### config.mk
export PLATFORM = sky130hd
export DESIGN_NAME = pcireg_bank
export DESIGN_NICKNAME = d
export VERILOG_FILES = /design/src/hdl/pcireg_pkg.sv /design/src/hdl/pcireg_bank.sv /design/src/hdl/pcireg_flag.sv
export SDC_FILE = /design/constraint.sdc
export NUM_CORES = 1
export LEC_CHECK = 0
export BUFFER_PORTS_ARGS = -buffer_cell sky130_fd_sc_hd__buf_4
export CAP_MARGIN = 20
export CORE_MARGIN = 3
export CORE_UTILIZATION = 53
export CTS_BUF_LIST = sky130_fd_sc_hd__clkbuf_8
export CTS_CLUSTER_DIAMETER = 40
export DETAILED_ROUTE_END_ITERATION = 12
export PLACE_DENSITY_LB_ADDON = 0.05
export REMOVE_ABC_BUFFERS = 1
export SYNTH_ARGS = -nofsm -noshare
export SYNTH_HDL_FRONTEND = slang
export SYNTH_SLANG_ARGS = --single-unit
### constraint.sdc
create_clock -name CORE_CLK -period 8 [get_ports CORE_CLK]
set_input_delay 0.8 -clock CORE_CLK [delete_from_list [all_inputs] [get_ports CORE_CLK]]
set_output_delay 0.8 -clock CORE_CLK [all_outputs]
set_load 0.02 [all_outputs]
### src/hdl/pcireg_pkg.sv
// Package for the first PCI port identification and status register bank.
// Assumes both register ports are synchronous to CORE_CLK.
package pcireg_pkg;
    // Register offsets (byte addresses)
    localparam logic [11:0] OFS_IDENT = 12'h000;
    localparam logic [11:0] OFS_CMDSTAT = 12'h004;
    // Identity defaults, arbitrary neutral values
    localparam logic [15:0] DEV_IDENT_DFLT = 16'h0a5a;
    localparam logic [15:0] VEN_IDENT_DFLT = 16'h0c3c;
    // Command/status field positions, little-endian bit numbering
    localparam int PARITY_DET_BIT = 31;
    localparam int SYS_ERR_SIG_BIT = 30;
    localparam int MASTER_ABT_BIT = 29;
    localparam int TARGET_ABT_BIT = 28;
    localparam int SYS_ERR_EN_BIT = 8;
    localparam int PAR_RESP_BIT = 6;
    localparam int CAP_LIST_BIT = 20;
    localparam int DEV66_BIT = 21;
    localparam int BUS_MASTER_BIT = 2;
    localparam int MEM_SPACE_BIT = 1;
    localparam int DEVSEL_LO_BIT = 25;
    localparam logic [1:0] DEVSEL_TIMING = 2'h1;
    // Loader handshake states
    typedef enum logic [1:0] {
        PCIREG_LOAD_IDLE = 2'b00,
        PCIREG_LOAD_BUSY = 2'b01,
        PCIREG_LOAD_DONE = 2'b10
    } pcireg_load_t;
endpackage

### src/hdl/pcireg_bank.sv
// Identification and command/status registers of the first PCI port.
// Assumes PCI and processor bus register ports are on CORE_CLK; resets and
// power-up options are asynchronous pins and are synchronised here.
`timescale 1ns/10ps
`default_nettype none
module pcireg_bank (
    // Clock and resets
    input wire logic CORE_CLK,
    input wire logic ARST_N,
    input wire logic PROC_BUS_RESET_N,
    input wire logic PCI_A_RESET_N,
    input wire logic PCI_B_RESET_N,
    output logic GENERAL_RESET_N,
    // PCI side register port
    input wire logic PCI_REQ,
    input wire logic PCI_WR,
    input wire logic [11:0] PCI_ADDR,
    input wire logic [3:0] PCI_BE,
    input wire logic [31:0] PCI_WDATA,
    output logic [31:0] PCI_RDATA,
    // Processor bus register port, big-endian numbering
    input wire logic PB_REQ,
    input wire logic PB_WR,
    input wire logic [11:0] PB_ADDR,
    input wire logic [3:0] PB_BE,
    input wire logic [31:0] PB_WDATA,
    output logic [31:0] PB_RDATA,
    // EEPROM load of loadable fields
    input wire logic EE_LOAD,
    input wire logic [15:0] EE_DEV_IDENT,
    input wire logic [15:0] EE_VEN_IDENT,
    input wire logic EE_BUS_MASTER,
    input wire logic EE_MEM_SPACE,
    // Power-up option
    input wire logic POWER_UP_PRIMARY,
    // Error events from master and target modules
    input wire logic MASTER_DATA_PERR,
    input wire logic TARGET_DATA_PERR,
    input wire logic TARGET_ADDR_PERR,
    input wire logic MASTER_ABORT,
    input wire logic TARGET_ABORT_RCVD,
    // Outputs
    output logic SYSTEM_ERROR_N,
    output logic BUS_MASTER_EN,
    output logic MEM_SPACE_EN
);
    logic [1:0] gen_sync, pa_sync, strap_sync;
    logic pa_rst_n, gen_rst_n;
    logic [15:0] dev_ident, ven_ident;
    logic sys_err_en, par_resp, bus_master, mem_space, cap_list;
    logic flag_pe, flag_se, flag_ma, flag_ta;
    logic strap_taken;
    // Combine resets asynchronously, release synchronously
    assign gen_rst_n = ARST_N & PROC_BUS_RESET_N & PCI_A_RESET_N & PCI_B_RESET_N;
    always_ff @(posedge CORE_CLK or negedge gen_rst_n) begin
        if (!gen_rst_n) begin
            gen_sync <= 2'h0;
        end else begin
            gen_sync <= {gen_sync[0], 1'b1};
        end
    end
    assign GENERAL_RESET_N = gen_sync[1];
    wire pa_async_n = ARST_N & PCI_A_RESET_N;
    always_ff @(posedge CORE_CLK or negedge pa_async_n) begin
        if (!pa_async_n) begin
            pa_sync <= 2'h0;
        end else begin
            pa_sync <= {pa_sync[0], 1'b1};
        end
    end
    assign pa_rst_n = pa_sync[1];
    // Strap synchroniser runs free, so it is already settled when port reset lifts
    always_ff @(posedge CORE_CLK) begin
        strap_sync <= {strap_sync[0], POWER_UP_PRIMARY};
    end
    // Strap caught once, at the first edge after release
    always_ff @(posedge CORE_CLK or negedge pa_rst_n) begin
        if (!pa_rst_n) begin
            strap_taken <= 1'b0;
            cap_list <= 1'b0;
        end else begin
            strap_taken <= 1'b1;
            if (!strap_taken) begin
                cap_list <= strap_sync[1];
            end
        end
    end
    // Processor bus bit order is reversed, bit 0 to bit 31, for big-endian numbering
    function automatic logic [31:0] bitrev(input logic [31:0] v);
        logic [31:0] r;
        r = 32'h0;
        for (int i = 0; i < 32; i++) begin
            r[i] = v[31 - i];
        end
        return r;
    endfunction
    wire [31:0] pb_wdata_le = bitrev(PB_WDATA);
    wire [3:0] pb_be_le = {PB_BE[0], PB_BE[1], PB_BE[2], PB_BE[3]};
    wire [31:0] pb_mask = {{8{pb_be_le[3]}}, {8{pb_be_le[2]}}, {8{pb_be_le[1]}}, {8{pb_be_le[0]}}};
    wire [31:0] pci_mask = {{8{PCI_BE[3]}}, {8{PCI_BE[2]}}, {8{PCI_BE[1]}}, {8{PCI_BE[0]}}};
    wire pb_id_wr = PB_REQ & PB_WR & (PB_ADDR == pcireg_pkg::OFS_IDENT);
    wire pb_cs_wr = PB_REQ & PB_WR & (PB_ADDR == pcireg_pkg::OFS_CMDSTAT);
    wire pci_cs_wr = PCI_REQ & PCI_WR & (PCI_ADDR == pcireg_pkg::OFS_CMDSTAT);
    // PCI writes to identification are dropped here, not decoded at all
    wire [31:0] cs_wval = pb_cs_wr ? (pb_wdata_le & pb_mask) : (PCI_WDATA & pci_mask);
    wire cs_wr = pb_cs_wr | pci_cs_wr;
    wire [31:0] id_cur = {dev_ident, ven_ident};
    wire [31:0] id_next = (id_cur & ~pb_mask) | (pb_wdata_le & pb_mask);
    always_ff @(posedge CORE_CLK or negedge pa_rst_n) begin
        if (!pa_rst_n) begin
            dev_ident <= pcireg_pkg::DEV_IDENT_DFLT;
            ven_ident <= pcireg_pkg::VEN_IDENT_DFLT;
            sys_err_en <= 1'b0;
            par_resp <= 1'b0;
            bus_master <= 1'b0;
            mem_space <= 1'b0;
        end else if (EE_LOAD) begin
            dev_ident <= EE_DEV_IDENT;
            ven_ident <= EE_VEN_IDENT;
            bus_master <= EE_BUS_MASTER;
            mem_space <= EE_MEM_SPACE;
        end else begin
            if (pb_id_wr) begin
                dev_ident <= id_next[31:16];
                ven_ident <= id_next[15:0];
            end
            if (cs_wr) begin
                if (pb_cs_wr ? pb_mask[pcireg_pkg::SYS_ERR_EN_BIT] : pci_mask[pcireg_pkg::SYS_ERR_EN_BIT])
                    sys_err_en <= cs_wval[pcireg_pkg::SYS_ERR_EN_BIT];
                if (pb_cs_wr ? pb_mask[pcireg_pkg::PAR_RESP_BIT] : pci_mask[pcireg_pkg::PAR_RESP_BIT]) begin
                    par_resp <= cs_wval[pcireg_pkg::PAR_RESP_BIT];
                    bus_master <= cs_wval[pcireg_pkg::BUS_MASTER_BIT];
                    mem_space <= cs_wval[pcireg_pkg::MEM_SPACE_BIT];
                end
            end
        end
    end
    // Error events
    wire set_pe = MASTER_DATA_PERR | TARGET_DATA_PERR | TARGET_ADDR_PERR;
    wire serr_fire = TARGET_ADDR_PERR & sys_err_en & par_resp;
    pcireg_flag u_pe (.clk(CORE_CLK), .rst_n(pa_rst_n), .set(set_pe),
        .clr(cs_wr & cs_wval[pcireg_pkg::PARITY_DET_BIT]), .flag(flag_pe));
    pcireg_flag u_se (.clk(CORE_CLK), .rst_n(pa_rst_n), .set(serr_fire),
        .clr(cs_wr & cs_wval[pcireg_pkg::SYS_ERR_SIG_BIT]), .flag(flag_se));
    pcireg_flag u_ma (.clk(CORE_CLK), .rst_n(pa_rst_n), .set(MASTER_ABORT),
        .clr(cs_wr & cs_wval[pcireg_pkg::MASTER_ABT_BIT]), .flag(flag_ma));
    pcireg_flag u_ta (.clk(CORE_CLK), .rst_n(pa_rst_n), .set(TARGET_ABORT_RCVD),
        .clr(cs_wr & cs_wval[pcireg_pkg::TARGET_ABT_BIT]), .flag(flag_ta));
    always_ff @(posedge CORE_CLK or negedge pa_rst_n) begin
        if (!pa_rst_n) begin
            SYSTEM_ERROR_N <= 1'b1;
        end else begin
            SYSTEM_ERROR_N <= ~serr_fire;
        end
    end
    assign BUS_MASTER_EN = bus_master;
    assign MEM_SPACE_EN = mem_space;
    // Reserved and unimplemented bits read zero
    logic [31:0] cs_val;
    always_comb begin
        cs_val = 32'h0;
        cs_val[pcireg_pkg::PARITY_DET_BIT] = flag_pe;
        cs_val[pcireg_pkg::SYS_ERR_SIG_BIT] = flag_se;
        cs_val[pcireg_pkg::MASTER_ABT_BIT] = flag_ma;
        cs_val[pcireg_pkg::TARGET_ABT_BIT] = flag_ta;
        cs_val[pcireg_pkg::DEVSEL_LO_BIT +: 2] = pcireg_pkg::DEVSEL_TIMING;
        cs_val[pcireg_pkg::DEV66_BIT] = 1'b1;
        cs_val[pcireg_pkg::CAP_LIST_BIT] = cap_list;
        cs_val[pcireg_pkg::SYS_ERR_EN_BIT] = sys_err_en;
        cs_val[pcireg_pkg::PAR_RESP_BIT] = par_resp;
        cs_val[pcireg_pkg::BUS_MASTER_BIT] = bus_master;
        cs_val[pcireg_pkg::MEM_SPACE_BIT] = mem_space;
    end
    // No write-one-to-set fields live here; any would read as zero
    wire [31:0] pci_sel = (PCI_ADDR == pcireg_pkg::OFS_IDENT) ? id_cur :
        (PCI_ADDR == pcireg_pkg::OFS_CMDSTAT) ? cs_val : 32'h0;
    wire [31:0] pb_sel = (PB_ADDR == pcireg_pkg::OFS_IDENT) ? id_cur :
        (PB_ADDR == pcireg_pkg::OFS_CMDSTAT) ? cs_val : 32'h0;
    always_ff @(posedge CORE_CLK or negedge pa_rst_n) begin
        if (!pa_rst_n) begin
            PCI_RDATA <= 32'h0;
            PB_RDATA <= 32'h0;
        end else begin
            if (PCI_REQ && !PCI_WR)
                PCI_RDATA <= pci_sel;
            if (PB_REQ && !PB_WR)
                PB_RDATA <= bitrev(pb_sel);
        end
    end
    a_pci_id_ro: assert property (@(posedge CORE_CLK) disable iff (!pa_rst_n)
        (!pb_id_wr && !EE_LOAD) |=> $stable(dev_ident) && $stable(ven_ident))
        else $error("identification changed without proc bus write");
    a_serr_gate: assert property (@(posedge CORE_CLK) disable iff (!pa_rst_n)
        !SYSTEM_ERROR_N |-> $past(sys_err_en && par_resp))
        else $error("system error without both enables");
    a_parity_set: assert property (@(posedge CORE_CLK) disable iff (!pa_rst_n)
        set_pe |=> flag_pe)
        else $error("parity flag not set");
    a_abort_set: assert property (@(posedge CORE_CLK) disable iff (!pa_rst_n)
        MASTER_ABORT |=> flag_ma)
        else $error("master abort flag not set");
    a_tabort_set: assert property (@(posedge CORE_CLK) disable iff (!pa_rst_n)
        TARGET_ABORT_RCVD |=> flag_ta)
        else $error("target abort flag not set");
    a_gen_reset: assert property (@(posedge CORE_CLK)
        !PCI_B_RESET_N |=> !GENERAL_RESET_N)
        else $error("general reset missed");
    a_pb_endian: assert property (@(posedge CORE_CLK) disable iff (!pa_rst_n)
        (PB_REQ && !PB_WR && PB_ADDR == pcireg_pkg::OFS_CMDSTAT) |=> PB_RDATA[0] == $past(flag_pe))
        else $error("proc bus bit order wrong");
    a_reserved_zero: assert property (@(posedge CORE_CLK) disable iff (!pa_rst_n)
        (PCI_REQ && !PCI_WR && PCI_ADDR == pcireg_pkg::OFS_CMDSTAT) |=> PCI_RDATA[15:9] == 7'h0)
        else $error("reserved bits not zero");
    c_serr: cover property (@(posedge CORE_CLK) disable iff (!pa_rst_n) !SYSTEM_ERROR_N);
    c_id_wr: cover property (@(posedge CORE_CLK) disable iff (!pa_rst_n) pb_id_wr);
    c_clear: cover property (@(posedge CORE_CLK) disable iff (!pa_rst_n) flag_pe ##1 !flag_pe);
endmodule
`default_nettype wire

### src/hdl/pcireg_flag.sv
// Sticky error flag: set by hardware, cleared by writing one.
// Assumes set and clear are single-cycle strobes on CORE_CLK.
`timescale 1ns/10ps
`default_nettype none
module pcireg_flag (
    // Clock and reset
    input wire logic clk,
    input wire logic rst_n,
    // Events
    input wire logic set,
    input wire logic clr,
    // State
    output logic flag
);
    logic next_flag;
    // Set beats a simultaneous clear so no event is lost
    assign next_flag = set | (flag & ~clr);
    always_ff @(posedge clk or negedge rst_n) begin
        if (!rst_n) begin
            flag <= 1'b0;
        end else begin
            flag <= next_flag;
        end
    end
    a_set_wins: assert property (@(posedge clk) disable iff (!rst_n)
        set |=> flag)
        else $error("flag not set after event");
    a_clear_only_one: assert property (@(posedge clk) disable iff (!rst_n)
        (flag && !clr) |=> flag)
        else $error("flag dropped without clear");
endmodule
`default_nettype wire

==> results of run 1 <==
kinds of logic after synthesis:
family / Yosys count / share of synthesized area
buffers and inverters: 42 / 0.0449
AO/OA/AOI/OAI: 144 / 0.218
AND/OR/NAND/NOR: 103 / 0.119
other: 1 / 0.000753
flip-flops: 113 / 0.569
multiplexers: 23 / 0.0485
final timing paths:
check	from	endpoint	slack, ps
min in group CORE_CLK	strap_sync[0]$_DFF_P_	strap_sync[1]$_DFF_P_	350
worst max-delay path	PCI_ADDR[9]	BUS_MASTER_EN$_DFFE_PN0P_	5490
worst min-delay path	PCI_A_RESET_N	pa_sync[1]$_DFF_PN0_	280
max in group asynchronous	pa_sync[1]$_DFF_PN0_	PCI_RDATA[14]$_DFFE_PN0P_	6450
worst min register to register	strap_sync[0]$_DFF_P_	strap_sync[1]$_DFF_P_	350
worst max register to register	pa_sync[1]$_DFF_PN0_	PCI_RDATA[14]$_DFFE_PN0P_	6450
layer usage:
metal	GRT usage	wire length [um]
met2	0.469	7390
met5	0	0
met4	0.0777	95
met1	0.342	5540
met3	0.0785	1420
final cells by class:
cell class | count | area, um^2
clock buffer | 20 | 275
fill | 652 | 2080
inverter | 9 | 33.8
sequential | 113 | 2840
multi-input combinational | 273 | 1940
tap | 108 | 135
clock inverter | 12 | 165
timing repair buffer | 192 | 1460
power groups by stage:
stage	Sequential [mW]	Clock [mW]	Combinational, mW
after global routing	0.615	0.624	0.134
after detailed placement	0.623	0	0.122
after floorplan	0.623	0	0.0429
after CTS	0.612	0.598	0.122
final	0.613	0.589	0.124
after global placement	0.621	0	0.119
through the flow:
| step | utilization | cells |
|---|---|---|
| floorplan | - | 395 |
| global placement | 0.714 | 694 |
| detailed placement | 0.714 | 694 |
| CTS | 0.764 | 726 |
| global route | 0.767 | 727 |
| finish | 0.767 | 727 |
synth_stat cells (3+ instances only):
cell type  count
a21oi_1        8
a221oi_1       6
a22o_1        42
a2bb2oi_1     26
a31o_2         3
a31oi_1       27
and3_1         4
buf_2          9
buf_6          5
clkbuf_1      14
dfrtp_1       98
dfstp_2       13
inv_1          9
mux2i_1       20
nand2_1       54
nand2b_1       3
nand3_1       12
nor3_1         5
nor3b_1        3
nor4_4         3
o21ai_0       17
o31ai_1       11
==> summary.md, run 1 <==
| Metric | Value |
|---|---|
| Hold crit path type | primary input to asynchronous set/reset pin |
| Max-slew headroom | 0.327 |
| WP data arrival | around 2900 ps |
| Largest net degree at the start of global routing | 57 |
| Worst skew pair latency | 410 ps |
| Post-synthesis cell count | 426 |
| Peak supply drop | 0.119 mV |
| Max-cap violations | 0 |
| Sw Share | 0.230 |
| WL/cell | 19.9 um |
| Worst slew pin tran | between 1000 and 1500 ps |
| Clock power frac | 0.445 |
| Top cells by area, synth | dfrtp_1, a22o_1, dfstp_2 |
| CP Launch Type | primary input |
| Register-to-Register Path Depth | 1 |
| Ys async rst share | 0.982 |
| Outcome | completed |
| GRT Util Overall | 0.275 |
| Lkg Pwr | 3.44 nW |
| Clock Path Buffers | 2 |
| Final setup margin | 5490 ps |
| Share of cells above drive strength 1 | 0.415 |
| Number of flops mapped to enable cells by yosys | 0 |
| Hold Slack | 278 ps |
| Io pins | 214 |
| Cells along the critical path | buf_4 -> nor4_1 -> nand3_1 -> nor4_4 -> mux2_4 -> o21ai_2 |
| Combinational fraction of design power | 0.093 |
| Largest delay contributor family on the critical path | simple AND/OR/NAND/NOR gates |
| Max Slew Vio Count | 0 |
| Cell Int Power | 1.02 mW |
| CTS H-tree lvls | 4 |
| Worst Path Buf+Inv | 1 |
| Post-Route WL | 14400 um |
| Stages on the worst setup path | 6 |
| Initial antenna violation count | 0 |
| Ys flop type | dfrtp_1 |
| CTS tree | done |
| Max incr delay on CP | 650 ps |
| Sequential Power Share | 0.462 |
| Top cell type's share of synthesized area | 0.492 |
| Tmin final | 2510 ps |
| Post-CTS Setup Bufs | 0 |
| Hold-fix buffers at CTS | 0 |
| Port buffer count | 188 |
| First-pass GRT wire length | 22100 um |
| Gpl congestion | 0.852 |
| Post-route ant nets | 0 |
| Number of diodes | 0 |
| Setup TNS | 0 ps |
| Most frequent cells in the layout | buf_4, dfrtp_1, nand2_1 |
| Post-route cell area | 6850 um^2 |
| DRC | 0 |
| Initial core utilization | 0.558 |
| Most common cell after layout, fill and taps aside | buf_4 |
| Area Growth Syn to Fin | 37.5% |
| Initial drt markers | 280 |
| # setup viols final | 0 |
| Pwr Total | ~1.3 mW |
| Fin Clk Skew | 10.9 ps |
| Clk slew on worst S/H paths | 70 ps |
| Clock Tree Root | clkbuf_8 |
| Die H | 103 um |
| Num CTS Buffers | 17 |
| Setup CP Type | primary input to register |
| Post-CTS Resized | 0 |
| Yosys reg bits | approximately 110 |
| Std cell rows | 34 |
| Core area | 8930 um^2 |
| CP Capture Type | register |
| Synth warn | 0 |
| Syn avg cell area | roughly 12 um^2 |
| Vias per cell | between 6 and 7 |
| Placed wire-length estimate | roughly 9700 um |
| Final period utilization | 0.313 |
| # clock sinks | 113 |
| Die area | between 10000 and 15000 um^2 |
| Unrepaired setup endpoints after global routing | no |
| Yosys top cell by area | dfrtp_1 |
| Crit Path Max Fanout | 15 |
| Setup WS pre-CTS | 5070 ps |
| Max Clk Rate | 0.399 GHz |
| Net switching power | 0.305 mW |
| Area post-placement | around 6400 um^2 |
| Netlist cell types | 46 |
| Nets@finish | around 750 |
| Worst EP required | 8340 ps |
| Number of global-route vias before repair | 4426 |
| Grt total ovfl | 0 |
| Pre-Repair DR Iteration Count | 5 |
| CP max stage cell | nand3_1 |
| Final hold viol count | 0 |
| Synthesized area | 4980 um^2 |
| Seq/Total Area, Yosys | 0.569 |
| Vias | 4373 |
| PwrDens | 194 nW/um^2 |
| Die W | 103 um |
No activity file was read; power rests on OpenSTA's default activity.
==> inputs of run 2 (changes only) <==
--- a/config.mk
+++ b/config.mk
@@ -8,7 +8,7 @@
 export BUFFER_PORTS_ARGS = -buffer_cell sky130_fd_sc_hd__buf_4
 export CAP_MARGIN = 20
 export CORE_MARGIN = 3
-export CORE_UTILIZATION = 53
+export CORE_UTILIZATION = 45
 export CTS_BUF_LIST = sky130_fd_sc_hd__clkbuf_8
 export CTS_CLUSTER_DIAMETER = 40
 export DETAILED_ROUTE_END_ITERATION = 12
==> constraint.sdc (replaced) <==
create_clock -name CORE_CLK -period 2.1 [get_ports CORE_CLK]
set_input_delay 0.21 -clock CORE_CLK [delete_from_list [all_inputs] [get_ports CORE_CLK]]
set_output_delay 0.21 -clock CORE_CLK [all_outputs]
set_load 0.02 [all_outputs]
==> summary.md, run 2 (synthesis gave the netlist of run 1 again) <==
| Metric | Value |
|---|---|
| Final hold viol count | 0 (unchanged) |
| Hold Slack | 26.9 ps (was 278 ps) |
| Setup CP Type | primary input to asynchronous set/reset pin (was primary input to register) |
| Worst EP required | 2740 ps (was 8340 ps) |
| Hold crit path type | primary input to register (was primary input to asynchronous set/reset pin) |
| Max Clk Rate | 0.615 GHz |
| CP Launch Type | primary input (unchanged) |
| Placed wire-length estimate | 10400 um (was 9740 um) |
| Max Slew Vio Count | 0 (unchanged) |
| Std cell rows | 37 (was 34) |
| Number of global-route vias before repair | 4555 (was 4426) |
| Final setup margin | 475 ps (was 5490 ps) |
| Max incr delay on CP | 600 ps (was 650 ps) |
| Die H | 111 um (was 103 um) |
| Clk slew on worst S/H paths | 60 ps (was 70 ps) |
| Worst skew pair latency | 430 ps (was 410 ps) |
| Most frequent cells in the layout | buf_4, dfrtp_1, nand2_1 (unchanged) |
| CTS H-tree lvls | 4 (unchanged) |
| # setup viols final | 0 (unchanged) |
| Vias | 4385 (was 4373) |
| Die W | 111 um (was 103 um) |
| Crit Path Max Fanout | 3 (was 15) |
| Post-route cell area | 7200 um^2 (was 6850 um^2) |
| Initial antenna violation count | 0 (unchanged) |
| Setup TNS | 0 ps (unchanged) |
| Post-CTS Setup Bufs | 0 (unchanged) |
| Gpl congestion | 0.803 (was 0.852) |
| Share of cells above drive strength 1 | 0.413 (was 0.415) |
| Final period utilization | 0.774 |
| Number of diodes | 0 (unchanged) |
| Initial drt markers | 220 (was 280) |
| Post-route ant nets | 0 (unchanged) |
| Reg2Reg Setup Slack | 1130 ps (was 6450 ps) |
| First-pass GRT wire length | 23700 um (was 22100 um) |
| Tmin final | 1620 ps |
| Pre-Repair DR Iteration Count | 5 (unchanged) |
| Fin Clk Skew | 10.0 ps (was 10.9 ps) |
| Worst slew pin tran | 522 ps (was 1010 ps) |
| Post-CTS Resized | 0 (unchanged) |
| Cell mode on critical path | dlygate4sd3_1 |
| Unrepaired setup endpoints after global routing | no (unchanged) |
| DRC | 0 (unchanged) |
| WP data arrival | 2270 ps (was 2850 ps) |
| Core area | 10600 um^2 (was 8930 um^2) |
| CP Launch Point | PCI_A_RESET_N (was PCI_ADDR[9]) |
| Cells along the critical path | dlygate4sd3_1 -> buf_4 -> and2_1 -> dlygate4sd3_1 -> and3_1 -> dlygate4sd3_1 (was buf_4 -> nor4_1 -> nand3_1 -> nor4_4 -> mux2_4 -> o21ai_2) |
| Outcome | completed (unchanged) |
| Clock Tree Root | clkbuf_8 (unchanged) |
| Nets@finish | 788 (was 752) |
| Num CTS Buffers | 17 (unchanged) |
| Area Growth Syn to Fin | 44.6% (was 37.5%) |
| GRT Util Overall | 0.244 (was 0.275) |
| Lkg Pwr | 3.59 nW (was 3.44 nW) |
| Worst hold start | EE_DEV_IDENT[4] |
| Initial core utilization | 0.472 (was 0.558) |
| Max-slew headroom | 0.652 (was 0.327) |
| Port buffer count | 188 (unchanged) |
| WL/cell | 18.9 um (was 19.9 um) |
| Io pins | 214 (unchanged) |
| Max-cap violations | 0 (unchanged) |
| Util after Layout | 0.682 (was 0.767) |
| Peak supply drop | 0.637 mV (was 0.119 mV) |
| CP Capture Type | asynchronous set/reset pin (was register) |
| Most common cell after layout, fill and taps aside | buf_4 (unchanged) |
| Die area | 12400 um^2 (was 10600 um^2) |
| Largest net degree at the start of global routing | 44 (was 57) |
| Vias per cell | 5.55 (was 6.02) |
| # clock sinks | 113 (unchanged) |
| Setup WS pre-CTS | 135 ps (was 5070 ps) |
| Clock Path Buffers | 2 (unchanged) |
| Area post-placement | 6560 um^2 (was 6380 um^2) |
| CTS tree | done (unchanged) |
| CP max stage cell | dlygate4sd3_1 (was nand3_1) |
| Post-Route WL | 14900 um (was 14400 um) |
| Grt total ovfl | 0 (unchanged) |
| PwrDens | 689 nW/um^2 (was 194 nW/um^2) |
| Critical R2R Launch | sys_err_en$_DFFE_PN0P_ (was pa_sync[1]$_DFF_PN0_) |
run 2: changes by cell type in the layout (fill, tap and decap cells not counted), sizes merged:
cell         before  now
clkinv            6    5
bufinv            4    3
inv              11   10
buf             192  205
clkinvlp          0    2
dlygate4sd3       0   23
run 2: worst max-delay path: cells and delay by family:
kind	cells	cell delay, ps
simple gates	2	260
buf+inv	4	1810
run 2: cell type report:
| type | count | area [um^2] |
|---|---|---|
| clock buffers | 20 | 275 |
| well taps | 136 | 170 |
| clock inverters | 11 | 138 |
| flip-flops and latches | 113 | 2840 |
| inverters | 9 | 33.8 |
| multi-input cells | 273 | 1940 |
| repair buffers | 228 | 1810 |
| fillers | 829 | 3350 |
run 2: metrics by stage:
step / total power, mW / instances
2_1_floorplan: 2.54 / 395
3_3_place_gp: 2.84 / 736
3_5_place_dp: 2.86 / 736
4_1_cts: 4.99 / 785
5_1_grt: 5.17 / 790
6_report: 4.96 / 790
run 2: final timing paths:
| path | end | depth (start not counted) |
|---|---|---|
| worst max register to register | sys_err_en$_DFFE_PN0P_ | 3 |
| worst min-delay path | register | 2 |
| min in group asynchronous | pa_sync[1]$_DFF_PN0_ | 3 |
| max in group CORE_CLK | register | 6 |
| worst min register to register | PB_RDATA[22]$_DFFE_PN0P_ | 0 |
| worst max-delay path | gen_sync[0]$_DFF_PN0_ | 6 |
run 2: where the power goes:
part | internal (mW) | total (mW) | switching (mW)
clock | 1.25 | 2.11 | 0.864
combinational | 0.286 | 0.525 | 0.239
sequential | 2.26 | 2.33 | 0.0631
run 2: metal layers:
layer,vias up,global-route usage,routed length (um)
li1,2040,-,-
met3,19,0.0666,991
met5,-,0,0
met4,0,0.0843,261
met1,2145,0.311,6240
met2,181,0.401,7460
run 2: timing repair:
action / CTS / global route
hold buffers: 18 / 5
endpoints found under the setup margin: 0 / 0
hold endpoints to repair: 17 / 5
==> inputs of run 3 (changes only) <==
==> constraint.sdc (replaced) <==
create_clock -name CORE_CLK -period 1.3 [get_ports CORE_CLK]
set_input_delay 0.13 -clock CORE_CLK [delete_from_list [all_inputs] [get_ports CORE_CLK]]
set_output_delay 0.13 -clock CORE_CLK [all_outputs]
set_load 0.02 [all_outputs]
==> summary.md, run 3 (synthesis gave the netlist of run 1 again) <==
| Metric | Value |
|---|---|
| Max Slew Vio Count | 0 (unchanged) |
| CTS tree | done (unchanged) |
| Most frequent cells in the layout | buf_4, dfrtp_1, nand2_1 (unchanged) |
| WL/cell | 18.5 um (was 18.9 um) |
| Number of diodes | 0 (unchanged) |
| Cell Int Power | 6.14 mW (was 3.80 mW) |
| # fillers | 754 (was 829) |
| Area Growth Syn to Fin | 55.6% (was 44.6%) |
| Initial antenna violation count | 0 (unchanged) |
| Tmin final | 1260 ps |
| Initial core utilization | 0.472 (unchanged) |
| CTS H-tree lvls | 4 (unchanged) |
| # clock sinks | 113 (unchanged) |
| Worst Path Buf+Inv | 4 (unchanged) |
| Largest delay contributor family on the critical path | buffers and inverters (unchanged) |
| Final period utilization | 0.971 |
| Final hold viol count | 2 (was 0) |
| Post-Route WL | 15700 um (was 14900 um) |
| Initial drt markers | 223 (was 220) |
| Most common cell after layout, fill and taps aside | buf_4 (unchanged) |
| Cell mode on critical path | buf_4 (was dlygate4sd3_1) |
| WP data arrival | 1610 ps (was 2270 ps) |
| First-pass GRT wire length | 24600 um (was 23700 um) |
| Sw Share | 0.249 (was 0.235) |
| Nets@finish | 842 (was 788) |
| Crit Path Max Fanout | 5 (was 3) |
| Clock Path Buffers | 2 (unchanged) |
| Number of global-route vias before repair | 4773 (was 4555) |
| Net switching power | 2.04 mW (was 1.17 mW) |
| Sequential cell area | 2840 um^2 (unchanged) |
| Area post-placement | 6810 um^2 (was 6560 um^2) |
| Area of the multi-input gates | 1990 um^2 (was 1940 um^2) |
| Placed wire-length estimate | 11100 um (was 10400 um) |
| Worst skew pair latency | 420 ps (was 430 ps) |
| Sequential Power Share | 0.459 (was 0.468) |
| Port buffer count | 188 (unchanged) |
| Hold crit path type | primary input to register (unchanged) |
| Post-route ant nets | 0 (unchanged) |
| Cells along the critical path | buf_4 -> nor4_4 -> buf_4 -> nand3_2 -> buf_6 -> nor4b_4 -> buf_4 -> a221oi_1 -> a21oi_1 (was dlygate4sd3_1 -> buf_4 -> and2_1 -> dlygate4sd3_1 -> and3_1 -> dlygate4sd3_1) |
| Vias per cell | 5.43 (was 5.55) |
| Peak supply drop | 0.613 mV (was 0.637 mV) |
| Clock Tree Root | clkbuf_8 (unchanged) |
| CP Launch Type | primary input (unchanged) |
| Post-route cell area | 7750 um^2 (was 7200 um^2) |
| Pre-Repair DR Iteration Count | 5 (unchanged) |
| Setup CP Type | primary input to register (was primary input to asynchronous set/reset pin) |
| Num CTS Buffers | 17 (unchanged) |
| CP Capture Type | register (was asynchronous set/reset pin) |
| Grt total ovfl | 0 (unchanged) |
| Std cell rows | 37 (unchanged) |
| Max incr delay on CP | 270 ps (was 600 ps) |
| Max Clk Rate | slightly below 0.8 GHz |
| Clock power frac | 0.422 (was 0.426) |
| Largest net degree at the start of global routing | 32 (was 44) |
| Hold Slack | -7.74 ps (was 26.9 ps) |
| Die H | 111 um (unchanged) |
| Max-cap violations | 0 (unchanged) |
| Clk slew on worst S/H paths | 70 ps (was 60 ps) |
| Lkg Pwr | 3.83 nW (was 3.59 nW) |
| Worst EP required | 1650 ps (was 2740 ps) |
| GRT Util Overall | 0.251 (was 0.244) |
| Failing checks | negative hold slack |
| Gpl congestion | 0.816 (was 0.803) |
| Outcome | finished with violations (was completed) |
| Fin Clk Skew | 14.1 ps (was 10.0 ps) |
| Vias | 4589 (was 4385) |
| DRC | 0 (unchanged) |
| Combinational fraction of design power | 0.120 (was 0.106) |
| PwrDens | 1050 nW/um^2 (was 689 nW/um^2) |
| Die area | 12400 um^2 (unchanged) |
| CP max stage cell | nor4b_4 (was dlygate4sd3_1) |
| Die W | 111 um (unchanged) |
| Io pins | 214 (unchanged) |
| Unrepaired setup endpoints after global routing | yes (was no) |
| Core area | 10600 um^2 (unchanged) |
| # setup viols final | 0 (unchanged) |
| Share of cells above drive strength 1 | 0.437 (was 0.413) |
run 3: changes by cell type in the layout (fill, tap and decap cells not counted), moves of 2 or more:
cell	change
buf_12	+2
dlygate4sd3_1	+24
buf_4	+26
a2bb2oi_2	+4
a221oi_2	+3
buf_6	+2
a2bb2oi_1	-4
clkinvlp_4	+3
clkbuf_8	-2
a221oi_1	-3
run 3: final timing paths:
kind / slack [ps] / start / cells after the start / endpoint
max in group asynchronous: 240 / PCI_A_RESET_N / 5 / gen_sync[0]$_DFF_PN0_
max reg2reg: 350 / MEM_SPACE_EN$_DFFE_PN0P_ / 3 / MEM_SPACE_EN$_DFFE_PN0P_
min in group asynchronous: 150 / PROC_BUS_RESET_N / 3 / gen_sync[1]$_DFF_PN0_
min reg2reg: 230 / pa_sync[1]$_DFF_PN0_ / 0 / PB_RDATA[19]$_DFFE_PN0P_
max: 40 / PB_ADDR[8] / 9 / register
min: -8 / PB_WDATA[18] / 3 / register
run 3: per-stage QoR:
step | total power, mW | worst slack [ps] | setup TNS (ps) | cells | util
after floorplan | 4.10 | -1940 | -238010 | 395 | -
after global placement | 4.64 | -357 | -20060 | 766 | 0.645
after detailed placement | 4.66 | -355 | -23830 | 766 | 0.645
after CTS | 8.20 | 64.1 | 0 | 845 | 0.729
after global routing | 8.48 | -34.9 | -114 | 845 | 0.734
final | 8.18 | 38.3 | 0 | 845 | 0.734
run 3: worst min-delay path, stage by stage:
cell and delay [ps]:
buf_4 90, a221oi_2 50, a21oi_1 110
run 3: timing repair:
| action | CTS | global route |
|---|---|---|
| setup endpoints to repair | 0 | 17 |
| hold endpoints to repair | 45 | 0 |
| hold buffers | 47 | 0 |
| buffers inserted | 0 | 0 |
| gates resized for setup | 0 | 12 |
run 3: area by class of cell:
class,count,share of cell area
multi-input combinational,273,0.257
tap,136,0.0219
clock buffer,18,0.0320
inverter,9,0.00436
timing repair buffer,282,0.297
clock inverter,14,0.0211
sequential,113,0.366
run 3: power by group through the flow:
| stage | Sequential, mW | Clock [mW] | Combinational (mW) |
|---|---|---|---|
| finish | 3.75 | 3.45 | 0.979 |
| global route | 3.77 | 3.66 | 1.06 |
| CTS | 3.75 | 3.49 | 0.962 |
| detailed placement | 3.81 | 0 | 0.849 |
| global placement | 3.81 | 0 | 0.833 |
| floorplan | 3.83 | 0 | 0.264 |
run 3: layer usage:
layer,global-route usage,part of all wire,vias up
li1,-,-,2139
met1,0.326,0.43,2245
met2,0.424,0.50,188
met3,0.0502,0.061,17
met4,0.0819,0.013,0
met5,0,0,-
